`src/design/frt_consts.svh`:
```
/*
 Constants for the free-running timer with output compare: register offsets,
 field positions, reset values and timing counts. Assumes one 10 MHz clock.
*/
`ifndef FRT_CONSTS_SVH
`define FRT_CONSTS_SVH

// ==========================================================
// Register offsets (byte addresses on the plain port)
`define OFS_IRQ_ENABLE_CTRL  8'h12
`define OFS_FLAG_STATUS      8'h13
`define OFS_COMPARE_HIGH     8'h16
`define OFS_COMPARE_LOW      8'h17
`define OFS_COUNT_PRI_HIGH   8'h18
`define OFS_COUNT_PRI_LOW    8'h19
`define OFS_COUNT_ALT_HIGH   8'h1a
`define OFS_COUNT_ALT_LOW    8'h1b

// ==========================================================
// Field positions
`define BIT_COMPARE  6
`define BIT_OVERFLOW 5

// ==========================================================
// Reset values and timing
`define COUNT_RESET      16'hfffc
`define CTRL_RESET       8'h00
`define PRESCALE_DIV     4
`define STARTUP_CYCLES   4096

`endif

```
`src/design/frt_pkg.sv`:
```
/*
 Types shared by the timer files. Assumes frt_consts.svh beside it.
*/
`default_nettype none
package frt_pkg;
	// Prescaler phase, one-hot; first phase is the compare slot
	typedef enum logic [3:0] {
		PH_T0 = 4'b0001,
		PH_T1 = 4'b0010,
		PH_T2 = 4'b0100,
		PH_T3 = 4'b1000
	} phase_t;
endpackage
`default_nettype wire

```
`src/design/free_running_timer_compare.sv`:
```
/*
 16-bit free-running timer with one output compare register, reached over a
 plain register port (address, strobes, read data one cycle later).
 Assumes the CPU core applies its own interrupt mask to timer_irq and that
 halt_mode and por_start come from the same clock domain.
*/
// Decided for this implementation: strobed register access.
// Function
// - Count advances once per tick; tick is the clock divided by four.
// - Count readable anytime without change via primary and alternate pairs.
// - High byte read returns high byte and latches live low byte.
// - Latched low byte holds over repeat high reads; low read returns it.
// - Without a started sequence, low byte read returns live low byte.
// - Reset loads FFFCh; after power-on, counting waits for oscillator startup.
// - Overflow flag sets when count wraps FFFFh to 0000h.
// - Overflow flag requests interrupt only when enabled and CPU unmasked.
// - Overflow clears after status read with flag set, then primary low access.
// - Alternate pair reads never touch the overflow clearing sequence.
// - Each increment is triggered on a CPU clock edge.
// - Count runs in wait, freezes in halt, resumes from the frozen count.
// - Compare register fully read/write, untouched by hardware and reset.
// - Compare happens once per tick at first phase; flag sets on equality.
// - Compare flag requests interrupt only when enabled and CPU unmasked.
// - Compare flag clears after status read then compare low byte access.
// - Compare high write inhibits compares until the low byte is written.
// - Control bit 6 compare enable, bit 5 overflow enable; others zero.
// - Status is read-only: compare flag bit 6, overflow flag bit 5.
`timescale 1ns/1ps
`default_nettype none
`include "frt_consts.svh"
module free_running_timer_compare
	import frt_pkg::*;
#(
	parameter int STARTUP_CYCLES = `STARTUP_CYCLES
) (
	input  wire logic       ref_clk,
	input  wire logic       rst_n,
	input  wire logic       por_start,
	input  wire logic       halt_mode,
	input  wire logic [7:0] reg_addr,
	input  wire logic [7:0] reg_wdata,
	input  wire logic       reg_wr,
	input  wire logic       reg_rd,
	output logic      [7:0] reg_rdata,
	output logic            timer_irq
);
	// ==========================================================
	// Declarations
	logic [15:0] count;
	logic [15:0] compare_value;
	logic [7:0]  low_hold;
	logic        hold_valid;
	logic        compare_inhibit;
	logic        compare_irq_enable;
	logic        overflow_irq_enable;
	logic        compare_match_flag;
	logic        overflow_flag;
	logic        ovf_armed;
	logic        cmp_armed;
	logic        starting;
	logic [12:0] start_count;
	logic        tick;
	logic        compare_slot;
	logic        run;
	logic        rd_pri_low;
	logic        rd_alt_low;
	logic        any_count_high_rd;
	logic        any_count_low_rd;
	logic        acc_pri_low;
	logic        acc_cmp_low;
	logic        status_rd;
	logic        wrap_event;
	logic        match_event;
	logic [7:0]  next_rdata;

	localparam logic [12:0] START_LAST = 13'(STARTUP_CYCLES - 1);
	localparam logic [7:0]  CTRL_INIT  = `CTRL_RESET;

	// ==========================================================
	// Address decode
	assign rd_pri_low  = reg_rd && (reg_addr == `OFS_COUNT_PRI_LOW);
	assign rd_alt_low  = reg_rd && (reg_addr == `OFS_COUNT_ALT_LOW);
	assign any_count_high_rd = reg_rd && ((reg_addr == `OFS_COUNT_PRI_HIGH) ||
		(reg_addr == `OFS_COUNT_ALT_HIGH));
	assign any_count_low_rd = rd_pri_low || rd_alt_low;
	// Primary low counts as an access on read or write; alternate never does
	assign acc_pri_low = (reg_rd || reg_wr) && (reg_addr == `OFS_COUNT_PRI_LOW);
	assign acc_cmp_low = (reg_rd || reg_wr) && (reg_addr == `OFS_COMPARE_LOW);
	assign status_rd   = reg_rd && (reg_addr == `OFS_FLAG_STATUS);

	// ==========================================================
	// Oscillator startup hold after a power-on reset
	// por_start pulses once after a power-on reset; plain resets skip the wait
	always_ff @(posedge ref_clk or negedge rst_n) begin
		if (!rst_n) begin
			starting    <= 1'b0;
			start_count <= 13'h0000;
		end else if (por_start) begin
			starting    <= 1'b1;
			start_count <= 13'h0000;
		end else if (starting) begin
			if (start_count == START_LAST) begin
				starting <= 1'b0;
			end
			start_count <= start_count + 13'h0001;
		end
	end

	// Halt freezes counter and prescaler; wait mode is invisible here
	assign run = !halt_mode && !starting && !por_start;

	tick_prescaler u_prescaler (
		.ref_clk      (ref_clk),
		.rst_n        (rst_n),
		.run          (run),
		.tick         (tick),
		.compare_slot (compare_slot)
	);

	// ==========================================================
	// Free-running counter
	// Single rising-edge domain stands in for the falling CPU edge; only
	// the phase relation to bus accesses differs, not the count rate
	always_ff @(posedge ref_clk or negedge rst_n) begin
		if (!rst_n) begin
			count <= `COUNT_RESET;
		end else if (tick) begin
			count <= count + 16'h0001;
		end
	end

	assign wrap_event  = tick && (count == 16'hffff);
	assign match_event = compare_slot && !compare_inhibit &&
		(compare_value == count);

	// ==========================================================
	// Read latch for the count low byte
	// Latch on the first high read of a sequence; a low read ends the sequence
	always_ff @(posedge ref_clk or negedge rst_n) begin
		if (!rst_n) begin
			hold_valid <= 1'b0;
			low_hold   <= 8'h00;
		end else if (any_count_high_rd) begin
			if (!hold_valid) begin
				low_hold <= count[7:0];
			end
			hold_valid <= 1'b1;
		end else if (any_count_low_rd) begin
			hold_valid <= 1'b0;
		end
	end

	// ==========================================================
	// Control register
	always_ff @(posedge ref_clk or negedge rst_n) begin
		if (!rst_n) begin
			compare_irq_enable  <= CTRL_INIT[`BIT_COMPARE];
			overflow_irq_enable <= CTRL_INIT[`BIT_OVERFLOW];
		end else if (reg_wr && reg_addr == `OFS_IRQ_ENABLE_CTRL) begin
			compare_irq_enable  <= reg_wdata[`BIT_COMPARE];
			overflow_irq_enable <= reg_wdata[`BIT_OVERFLOW];
		end
	end

	// ==========================================================
	// Compare register: no reset, plain storage when unused
	always_ff @(posedge ref_clk) begin
		if (reg_wr && reg_addr == `OFS_COMPARE_HIGH) begin
			compare_value[15:8] <= reg_wdata;
		end
		if (reg_wr && reg_addr == `OFS_COMPARE_LOW) begin
			compare_value[7:0] <= reg_wdata;
		end
	end

	// High write suspends compares until the low byte lands
	always_ff @(posedge ref_clk or negedge rst_n) begin
		if (!rst_n) begin
			compare_inhibit <= 1'b0;
		end else if (reg_wr && reg_addr == `OFS_COMPARE_HIGH) begin
			compare_inhibit <= 1'b1;
		end else if (reg_wr && reg_addr == `OFS_COMPARE_LOW) begin
			compare_inhibit <= 1'b0;
		end
	end

	// ==========================================================
	// Overflow flag with two-step clear; a new wrap beats the clear
	always_ff @(posedge ref_clk or negedge rst_n) begin
		if (!rst_n) begin
			overflow_flag <= 1'b0;
			ovf_armed     <= 1'b0;
		end else begin
			if (wrap_event) begin
				overflow_flag <= 1'b1;
			end else if (ovf_armed && acc_pri_low) begin
				overflow_flag <= 1'b0;
			end
			if (status_rd && overflow_flag) begin
				ovf_armed <= 1'b1;
			end else if (acc_pri_low || wrap_event) begin
				ovf_armed <= 1'b0;
			end
		end
	end

	// Compare flag with two-step clear; a new match beats the clear
	always_ff @(posedge ref_clk or negedge rst_n) begin
		if (!rst_n) begin
			compare_match_flag <= 1'b0;
			cmp_armed          <= 1'b0;
		end else begin
			if (match_event) begin
				compare_match_flag <= 1'b1;
			end else if (cmp_armed && acc_cmp_low) begin
				compare_match_flag <= 1'b0;
			end
			if (status_rd && compare_match_flag) begin
				cmp_armed <= 1'b1;
			end else if (acc_cmp_low || match_event) begin
				cmp_armed <= 1'b0;
			end
		end
	end

	// ==========================================================
	// Interrupt request; the core applies its own mask, so a masked
	// request simply stays pending in the flag
	assign timer_irq = (compare_match_flag && compare_irq_enable) ||
		(overflow_flag && overflow_irq_enable);

	// ==========================================================
	// Read mux; registered so data stand one cycle after the strobe
	always_comb begin
		next_rdata = 8'h00;
		unique case (reg_addr)
			`OFS_IRQ_ENABLE_CTRL: begin
				next_rdata[`BIT_COMPARE]  = compare_irq_enable;
				next_rdata[`BIT_OVERFLOW] = overflow_irq_enable;
			end
			`OFS_FLAG_STATUS: begin
				next_rdata[`BIT_COMPARE]  = compare_match_flag;
				next_rdata[`BIT_OVERFLOW] = overflow_flag;
			end
			`OFS_COMPARE_HIGH: next_rdata = compare_value[15:8];
			`OFS_COMPARE_LOW:  next_rdata = compare_value[7:0];
			`OFS_COUNT_PRI_HIGH, `OFS_COUNT_ALT_HIGH: next_rdata = count[15:8];
			`OFS_COUNT_PRI_LOW, `OFS_COUNT_ALT_LOW: begin
				next_rdata = hold_valid ? low_hold : count[7:0];
			end
			default: next_rdata = 8'h00;
		endcase
	end

	always_ff @(posedge ref_clk or negedge rst_n) begin
		if (!rst_n) begin
			reg_rdata <= 8'h00;
		end else if (reg_rd) begin
			reg_rdata <= next_rdata;
		end else begin
			reg_rdata <= 8'h00;
		end
	end

	// ==========================================================
	// Checks
	a_count_step: assert property (@(posedge ref_clk) disable iff (!rst_n)
		tick |=> count == $past(count) + 16'h0001)
		else $error("count did not step on tick");
	a_count_still: assert property (@(posedge ref_clk) disable iff (!rst_n)
		!tick |=> count == $past(count))
		else $error("count moved without tick");
	a_halt_freeze: assert property (@(posedge ref_clk) disable iff (!rst_n)
		halt_mode [*2] |-> $stable(count))
		else $error("count moved in halt");
	a_wrap_flag: assert property (@(posedge ref_clk) disable iff (!rst_n)
		wrap_event |=> overflow_flag)
		else $error("overflow flag missed the wrap");
	a_alt_keeps_ovf: assert property (@(posedge ref_clk) disable iff (!rst_n)
		overflow_flag && !acc_pri_low |=> overflow_flag)
		else $error("overflow flag cleared without primary access");
	a_cmp_clear: assert property (@(posedge ref_clk) disable iff (!rst_n)
		$fell(compare_match_flag) |-> $past(cmp_armed && acc_cmp_low))
		else $error("compare flag cleared without sequence");
	a_inhibit_cmp: assert property (@(posedge ref_clk) disable iff (!rst_n)
		compare_inhibit |=> !$rose(compare_match_flag))
		else $error("compare fired while inhibited");
	a_low_hold: assert property (@(posedge ref_clk) disable iff (!rst_n)
		hold_valid && any_count_low_rd |=> reg_rdata == $past(low_hold))
		else $error("low read did not return latched byte");
	a_irq_gate: assert property (@(posedge ref_clk) disable iff (!rst_n)
		timer_irq |-> (overflow_flag && overflow_irq_enable) ||
			(compare_match_flag && compare_irq_enable))
		else $error("interrupt without enabled flag");
	a_start_wait: assert property (@(posedge ref_clk) disable iff (!rst_n)
		por_start |=> !tick [*8])
		else $error("counting before startup delay");

	// Flags move only through their own event or their clear sequence
	a_wrap_only: assert property (@(posedge ref_clk) disable iff (!rst_n)
		$rose(overflow_flag) |-> $past(wrap_event))
		else $error("overflow flag rose without a wrap");
	a_ovf_clear: assert property (@(posedge ref_clk) disable iff (!rst_n)
		$fell(overflow_flag) |-> $past(ovf_armed && acc_pri_low))
		else $error("overflow flag cleared without sequence");
	a_match_slot: assert property (@(posedge ref_clk) disable iff (!rst_n)
		$rose(compare_match_flag) |-> $past(compare_slot))
		else $error("compare flag rose outside the compare slot");
	a_inhibit_set: assert property (@(posedge ref_clk) disable iff (!rst_n)
		reg_wr && reg_addr == `OFS_COMPARE_HIGH |=> compare_inhibit)
		else $error("high compare write left compares enabled");

	// Readback layout and the low byte latch; software relies on both
	a_ctrl_read: assert property (@(posedge ref_clk) disable iff (!rst_n)
		reg_rd && reg_addr == `OFS_IRQ_ENABLE_CTRL |=> reg_rdata ==
			{1'b0, $past(compare_irq_enable), $past(overflow_irq_enable), 5'h00})
		else $error("control readback layout wrong");
	a_status_read: assert property (@(posedge ref_clk) disable iff (!rst_n)
		reg_rd && reg_addr == `OFS_FLAG_STATUS |=> reg_rdata ==
			{1'b0, $past(compare_match_flag), $past(overflow_flag), 5'h00})
		else $error("status readback layout wrong");
	a_latch_take: assert property (@(posedge ref_clk) disable iff (!rst_n)
		!hold_valid && any_count_high_rd |=> low_hold == $past(count[7:0]))
		else $error("high read did not latch the low byte");
	a_latch_keep: assert property (@(posedge ref_clk) disable iff (!rst_n)
		hold_valid && any_count_high_rd |=> low_hold == $past(low_hold))
		else $error("repeat high read moved the latch");
	a_live_low: assert property (@(posedge ref_clk) disable iff (!rst_n)
		!hold_valid && any_count_low_rd |=> reg_rdata == $past(count[7:0]))
		else $error("plain low read did not return live byte");
	a_cmp_store: assert property (@(posedge ref_clk) disable iff (!rst_n)
		reg_wr && reg_addr == `OFS_COMPARE_LOW |=>
			compare_value[7:0] == $past(reg_wdata))
		else $error("compare low byte did not store the write");

	c_wrap:   cover property (@(posedge ref_clk) disable iff (!rst_n) wrap_event);
	c_match:  cover property (@(posedge ref_clk) disable iff (!rst_n) match_event);
	c_irq:    cover property (@(posedge ref_clk) disable iff (!rst_n) $rose(timer_irq));
	c_clear:  cover property (@(posedge ref_clk) disable iff (!rst_n) $fell(overflow_flag));
	c_seqrd:  cover property (@(posedge ref_clk) disable iff (!rst_n)
		any_count_high_rd ##1 any_count_low_rd);
endmodule
`default_nettype wire

```
`src/design/tick_prescaler.sv`:
```
/*
 Fixed divide-by-four prescaler. Produces one tick per four clocks and a
 phase marker for the compare slot. Assumes halt and startup hold it still.
*/
`timescale 1ns/1ps
`default_nettype none
module tick_prescaler
	import frt_pkg::*;
(
	input  wire logic ref_clk,
	input  wire logic rst_n,
	input  wire logic run,
	output logic      tick,
	output logic      compare_slot
);
	// ==========================================================
	// Phase rotation
	phase_t phase;

	// Rotate only while running, so a halt freezes the phase too
	always_ff @(posedge ref_clk or negedge rst_n) begin
		if (!rst_n) begin
			phase <= PH_T0;
		end else if (run) begin
			unique case (phase)
				PH_T0: phase <= PH_T1;
				PH_T1: phase <= PH_T2;
				PH_T2: phase <= PH_T3;
				PH_T3: phase <= PH_T0;
				default: phase <= PH_T0;
			endcase
		end
	end

	// Tick at the last phase, compare at the first
	assign tick         = run && (phase == PH_T3);
	assign compare_slot = run && (phase == PH_T0);

	a_tick_spacing: assert property (@(posedge ref_clk) disable iff (!rst_n)
		tick |=> !tick [*3])
		else $error("tick came sooner than four cycles");
endmodule
`default_nettype wire

```
`config.mk`:
```
export PLATFORM = sky130hd
export DESIGN_NAME = free_running_timer_compare
export DESIGN_NICKNAME = d
export VERILOG_FILES = /design/src/design/frt_pkg.sv /design/src/design/free_running_timer_compare.sv /design/src/design/tick_prescaler.sv
export VERILOG_INCLUDE_DIRS = /design/src /design/src/design
export SDC_FILE = /design/constraint.sdc
export NUM_CORES = 1
export LEC_CHECK = 0
export BUFFER_PORTS_ARGS = -buffer_cell sky130_fd_sc_hd__buf_2
export CELL_PAD_IN_SITES_DETAIL_PLACEMENT = 1
export CELL_PAD_IN_SITES_GLOBAL_PLACEMENT = 1
export CORE_MARGIN = 10
export CORE_UTILIZATION = 48
export DETAILED_ROUTE_END_ITERATION = 7
export GPL_ROUTABILITY_DRIVEN = 0
export PLACE_DENSITY = 0.87
export SLEW_MARGIN = 30
export SYNTH_ARGS = -nofsm -noshare
export SYNTH_HDL_FRONTEND = slang
export SYNTH_HIERARCHICAL = 1
export SYNTH_SLANG_ARGS = --single-unit
```
`constraint.sdc`:
```
create_clock -name ref_clk -period 3.44 [get_ports ref_clk]
set_clock_uncertainty 0.2 [all_clocks]
set_input_delay 0.344 -clock ref_clk [delete_from_list [all_inputs] [get_ports ref_clk]]
set_output_delay 0.344 -clock ref_clk [all_outputs]
set_load 0.01 [all_outputs]
```
## Yosys cells after proc, flatten, opt, wreduce, memory -nomap -nowiden

Index checks and enable logic that the tools add are counted.

| word-level totals | value |
|---|---|
| word-level logic and storage cells | 97 |
| flip-flop bits (word level) | 74 |
| bits of input ports | 22 |
| output and inout port bits | 9 |

| cells by class | value |
|---|---|
| mux-type cells | 23 |
| add/subtract/negate cells | 2 |
| eq/ne operators | 15 |
| reductions and logical operators | 41 |

Operator list:

| operator | number |
|---|---|
| equality test 8 x 5 -> 1 bit (second input constant) | 8 |
| two-way mux 13 bit | 2 |
| logical AND 1 bit | 22 |
| one-hot mux 5 bit (4 select lines) | 1 |
| adder 16 x 1 -> 16 bit (second input constant) | 1 |
| equality test 16 bit | 1 |
| equality test 16 bit (second input constant) | 1 |
| two-way mux 8 bit | 2 |
| two-way mux 1 bit | 15 |
| nonzero test 2 bit | 7 |
| adder 13 x 1 -> 13 bit (second input constant) | 1 |
| equality test 13 x 12 -> 1 bit (second input constant) | 1 |
| one-hot mux 2 bit (6 select lines) | 1 |
| one-hot mux 4 bit (3 select lines) | 1 |
| logical OR 1 bit | 6 |
| equality test 4 x 1 -> 1 bit (second input constant) | 1 |
| equality test 4 x 2 -> 1 bit (second input constant) | 1 |
| equality test 4 x 3 -> 1 bit (second input constant) | 1 |
| equality test 4 bit (second input constant) | 1 |
| logical NOT 1 bit | 4 |
| one-hot mux 1 bit (4 select lines) | 1 |
| OR reduction 2 bit | 2 |

## Longest topological paths before layout

| logic depth | value |
|---|---|
| word-level depth | 9 |
| gate-level depth with buffers | 8 |
| mapped depth without buffers | 7 |

## By module

The synthesis kept the hierarchy.

By module, submodules not included:

| module | sequential area each (µm²) | cells an instance | instances | area an instance (µm²) |
|---|---|---|---|---|
| free_running_timer_compare | 1849.3 | 299 | 1 | 3403.3 |
| tick_prescaler | 101.3 | 18 | 1 | 224.0 |

## Worst setup path before layout

OpenSTA, ideal clock, no wires.

| path | value |
|---|---|
| kind | flip-flop to flip-flop |
| start | reg starting |
| end | reg ovf_armed |
| stages on the path, launching flop included | 9 |
| clock period less this slack | 2.563 ns |
| arrival time | 2.242 ns |
| buffers on the path | 1 |
| library setup time | 0.122 ns |
| setup slack | 0.877 ns |
| cell sequence | dfrtp_1 clkbuf_1 nor3_1 nor2b_4 and3_2 nand3_1 nor4_1 nand3_1 a32o_1 |

| on the way | value |
|---|---|
| cells in the longest elaborated chain, start to end | 7 |

RTL lines:

| what | line | source |
|---|---|---|
| start, declared | free_running_timer_compare.sv:60 | `logic starting;` |
| start signal, assigned | free_running_timer_compare.sv:96 | `starting <= 1'b0;` |
| start signal, assigned | free_running_timer_compare.sv:99 | `starting <= 1'b1;` |
| start signal, assigned | free_running_timer_compare.sv:103 | `starting <= 1'b0;` |
| logical NOT 1 bit | free_running_timer_compare.sv:110 | `assign run = !halt_mode && !starting && !por_start;` |
| logical AND 1 bit (2 in a row) | free_running_timer_compare.sv:110 |  |
| via run | free_running_timer_compare.sv:64 | `logic run;` |
| logical AND 1 bit | tick_prescaler.sv:36 | `assign tick = run && (phase == PH_T3);` |
| via tick | free_running_timer_compare.sv:62 | `logic tick;` |
| logical AND 1 bit | free_running_timer_compare.sv:132 | `assign wrap_event = tick && (count == 16'hffff);` |
| logical OR 1 bit | free_running_timer_compare.sv:201 | `end else if (acc_pri_low \|\| wrap_event) begin` |
| nonzero test 2 bit (no source line) | -- |  |
| end signal, assigned | free_running_timer_compare.sv:192 | `ovf_armed <= 1'b0;` |
| end signal, assigned | free_running_timer_compare.sv:200 | `ovf_armed <= 1'b1;` |
| end signal, assigned | free_running_timer_compare.sv:202 | `ovf_armed <= 1'b0;` |
| end, declared | free_running_timer_compare.sv:58 | `logic ovf_armed;` |

The timed path passes the listed nets, and every way through them passes these cells.
A chain may end at the register's enable or synchronous reset.

## Worst setup path in the final report

| path | value |
|---|---|
| start | reg starting |
| end | reg count[15] |

| on the way | value |
|---|---|
| cells in the longest elaborated chain, start to end | 4 |

RTL lines:

| what | line | source |
|---|---|---|
| logical NOT 1 bit | free_running_timer_compare.sv:110 |  |
| logical AND 1 bit (2 in a row) | free_running_timer_compare.sv:110 |  |
| via run | free_running_timer_compare.sv:64 |  |
| logical AND 1 bit | tick_prescaler.sv:36 |  |
| via tick | free_running_timer_compare.sv:62 |  |
| end signal, assigned | free_running_timer_compare.sv:126 | `` count <= `COUNT_RESET; `` |
| end signal, assigned | free_running_timer_compare.sv:128 | `count <= count + 16'h0001;` |
| end, declared | free_running_timer_compare.sv:49 | `logic [15:0] count;` |

The timed path passes the listed nets, and every way through them passes these cells.

==> reports/qor.yml <==
run_status: "finished clean"
ctsHtreeMaxLevel: 3
antenna_cells_inserted: 0
critPathKind: "reg2reg"
final_antenna_net_count: 0
portBuffers: 30
layout_commonest_cell: "dfrtp_1"
totalPowerFinal_uw: 1625
syn-instance-count: 317
tns_ns: 0
mostFrequentLayoutCells: "dfrtp_1 (43), buf_2 (30), nor2_1 (28), xor2_1 (28), nand2_1 (23)"
yosys_most_used_dff: "dfrtp_1"
drt-vias-per-instance: 5.696
synth-seq-area-share_pct: 53.78
detailed_place_hpwl_mm: 6.574
global_route.usage.total_pct: 16.70
cts.repair_timing.setup_buffer_count: 0
ctsHoldBuffers: 9
first_global_vias: 2822
clock_tree.root_cell: "clkbuf_8"
worst-slew-pin-transition_ns: 0.8494
netlist-cell-type-count: 55
layout.filler_cells: 822
ys.warnings.count: 6
final_count_of_pins_violating_max_slew: 0
grt_remaining_overflow: 0
die_w_um: 106.9
die-area_mm2: 0.01143
timing.critical_path.to_type: "flop"
postSynthNetCount: 341
final_layout_size_suffix_gt1_share_pct: 23.46
grt_antenna_before_repair: 0
cts_tree: "yes"
cellPowerDensity_mw_per_mm2: 395.0
synthesis.area_mm2: 0.003627
start_kind: "flop"
cp_max_fo: 8
ioPinCount: 31
synth_largest_type_area_fraction_pct: 29.67
largest_net_degree_at_the_start_of_global_routing: 31
die_y_um: 106.9
layout-area-overhead-vs-synth_pct: 13.38
drt_wl_total_mm: 9.018
wp_data_required_ns: 3.52
clock_latency_ns: 0.35
detailed_route_wire_length_per_cell_um: 19.73
synth_largest_area_cell: "dfrtp_1"
unrepaired_setup_endpoints_after_global_routing: "no"
async_flop_share_pct: 78.38
postSynthAreaPerCell_um2: 11.44
preCtsSetupSlack_ns: 0.5020
vias: 2603
setup_viol: 0
post-route-worst-setup-slack_ns: 0.5701
register_area_mm2: 0.001951
fin_util_pct: 56.40
critPathArrivalTime_ns: 2.95
maximum_buffer_depth_of_the_clock_tree: 2
cts.reportedPaths.clkPinSlew_ns: 0.07
relSlewSlack_pct: 42.78
fin_hold_ws_ns: 0.1258
grt_pass1_wl_mm: 15.04
post-route-drc-count: 0
finalHoldViolations: 0
vdd_ir_drop_max_uv: 219.3
ys_top_cells_by_area: "dfrtp_1 (30%), edfxtp_1 (13%), dfstp_2 (11%), xor2_1 (6.8%), mux2_2 (3.7%)"
period_share_pct: 83.43
post-route-min-period_ns: 2.870
floorplan.initialDensity_pct: 49.74
drt_pre_antenna_iters: 4
holdCritPathClass: "in2reg"
dr.first_iter.drc_count: 146
row_count: 31
final_net_count: 377
multi_input_area_mm2: 0.001580
tritoncts.num_buffers: 9
synth_enable_flop_cells: 16
synth_seq_cells: 74
post_cts.resized_instances: 0
static-leakage-power_uw: 0.001821
core_area_mm2: 0.007292
drv.max_cap_violation_count: 0
achievable-frequency_ghz: 0.3484
cts.sink_count: 74
-- flip-flops by register name, indices dropped and copies added, names as in the netlist --
register / flops
cmp_armed: 1
compare_inhibit: 1
compare_irq_enable: 1
compare_match_flag: 1
compare_value: 16
count: 16
hold_valid: 1
low_hold: 8
overflow_flag: 1
overflow_irq_enable: 1
ovf_armed: 1
reg_rdata: 8
start_count: 13
starting: 1
u_prescaler/phase: 4
-- cell families after synthesis --
| logic type | share of synthesized area [%] |
|---|---|
| AND/OR/NAND/NOR | 17.14 |
| flip-flops | 53.78 |
| AO/OA/AOI/OAI | 8.555 |
| XOR/XNOR | 10.14 |
| multiplexers | 7.037 |
| buffers and inverters | 2.656 |
| adder cells (fa/ha/maj) | 0.6898 |
-- report_power, final --
part | leakage (uW) | switching [uW] | total [uW] | internal, uW
sequential | 0.000877 | 15.2 | 920 | 905
clock | 0.0000888 | 321 | 617 | 296
combinational | 0.000855 | 51.1 | 87.3 | 36.2
-- cell usage after synthesis (3+ instances only) --
master,number
o2bb2ai_1,3
xnor2_1,14
mux2_2,12
clkbuf_1,10
nand3_1,10
nor4_1,9
a22oi_1,8
mux2i_1,12
nor3_1,5
inv_1,8
nor2_1,28
and3_1,3
nand4_1,7
edfxtp_1,16
o21ai_0,4
a21oi_1,15
xor2_1,28
dfrtp_1,43
nand2_1,23
dfstp_2,15
-- metrics by stage --
stage          cell area (um2)  instances
2_1_floorplan             3627        317
3_3_place_gp              3842        432
3_5_place_dp              3842        432
4_1_cts                   4113        457
5_1_grt                   4113        457
6_report                  4113        457
-- worst max-delay path: stages (launching register included) --
cell and delay (ns):
dfrtp_1 0.48, nor3_1 0.49, nor2b_4 0.26, and3_2 0.27, nand4_1 0.31, nor4_1 0.47
nand2_1 0.13, xnor2_1 0.18
-- cell type report --
| cell class | count | area share [%] |
|---|---|---|
| clock inverter | 5 | 0.6997 |
| clock buffer | 11 | 3.681 |
| multi-input combinational | 220 | 38.42 |
| inverter | 8 | 0.7301 |
| timing repair buffer | 40 | 6.024 |
| sequential | 74 | 47.43 |
| tap | 99 | 3.012 |
-- final timing paths --
path | startpoint | endpoint | slack, ns | depth (start not counted)
worst min-delay path | reg_rd | reg_rdata[5] | 0.13 | 2
worst max register to register | starting | count[15] | 0.57 | 7
worst min register to register | low_hold[2] | low_hold[2] | 0.31 | 1
worst max-delay path | starting | count[15] | 0.57 | 7
max in group asynchronous | rst_n | count[2] | 1.82 | 3
min in group asynchronous | rst_n | low_hold[0] | 0.34 | 2
-- metal layers --
layer / vias to the layer above / global-route usage, % / routed length [um]
li1: 1203 / - / -
met2: 42 / 28.18 / 4682
met1: 1341 / 19.91 / 3852
met5: - / 0 / 0
met3: 17 / 3.054 / 265
met4: 0 / 8.607 / 217
(Power assumes the default switching activity.)
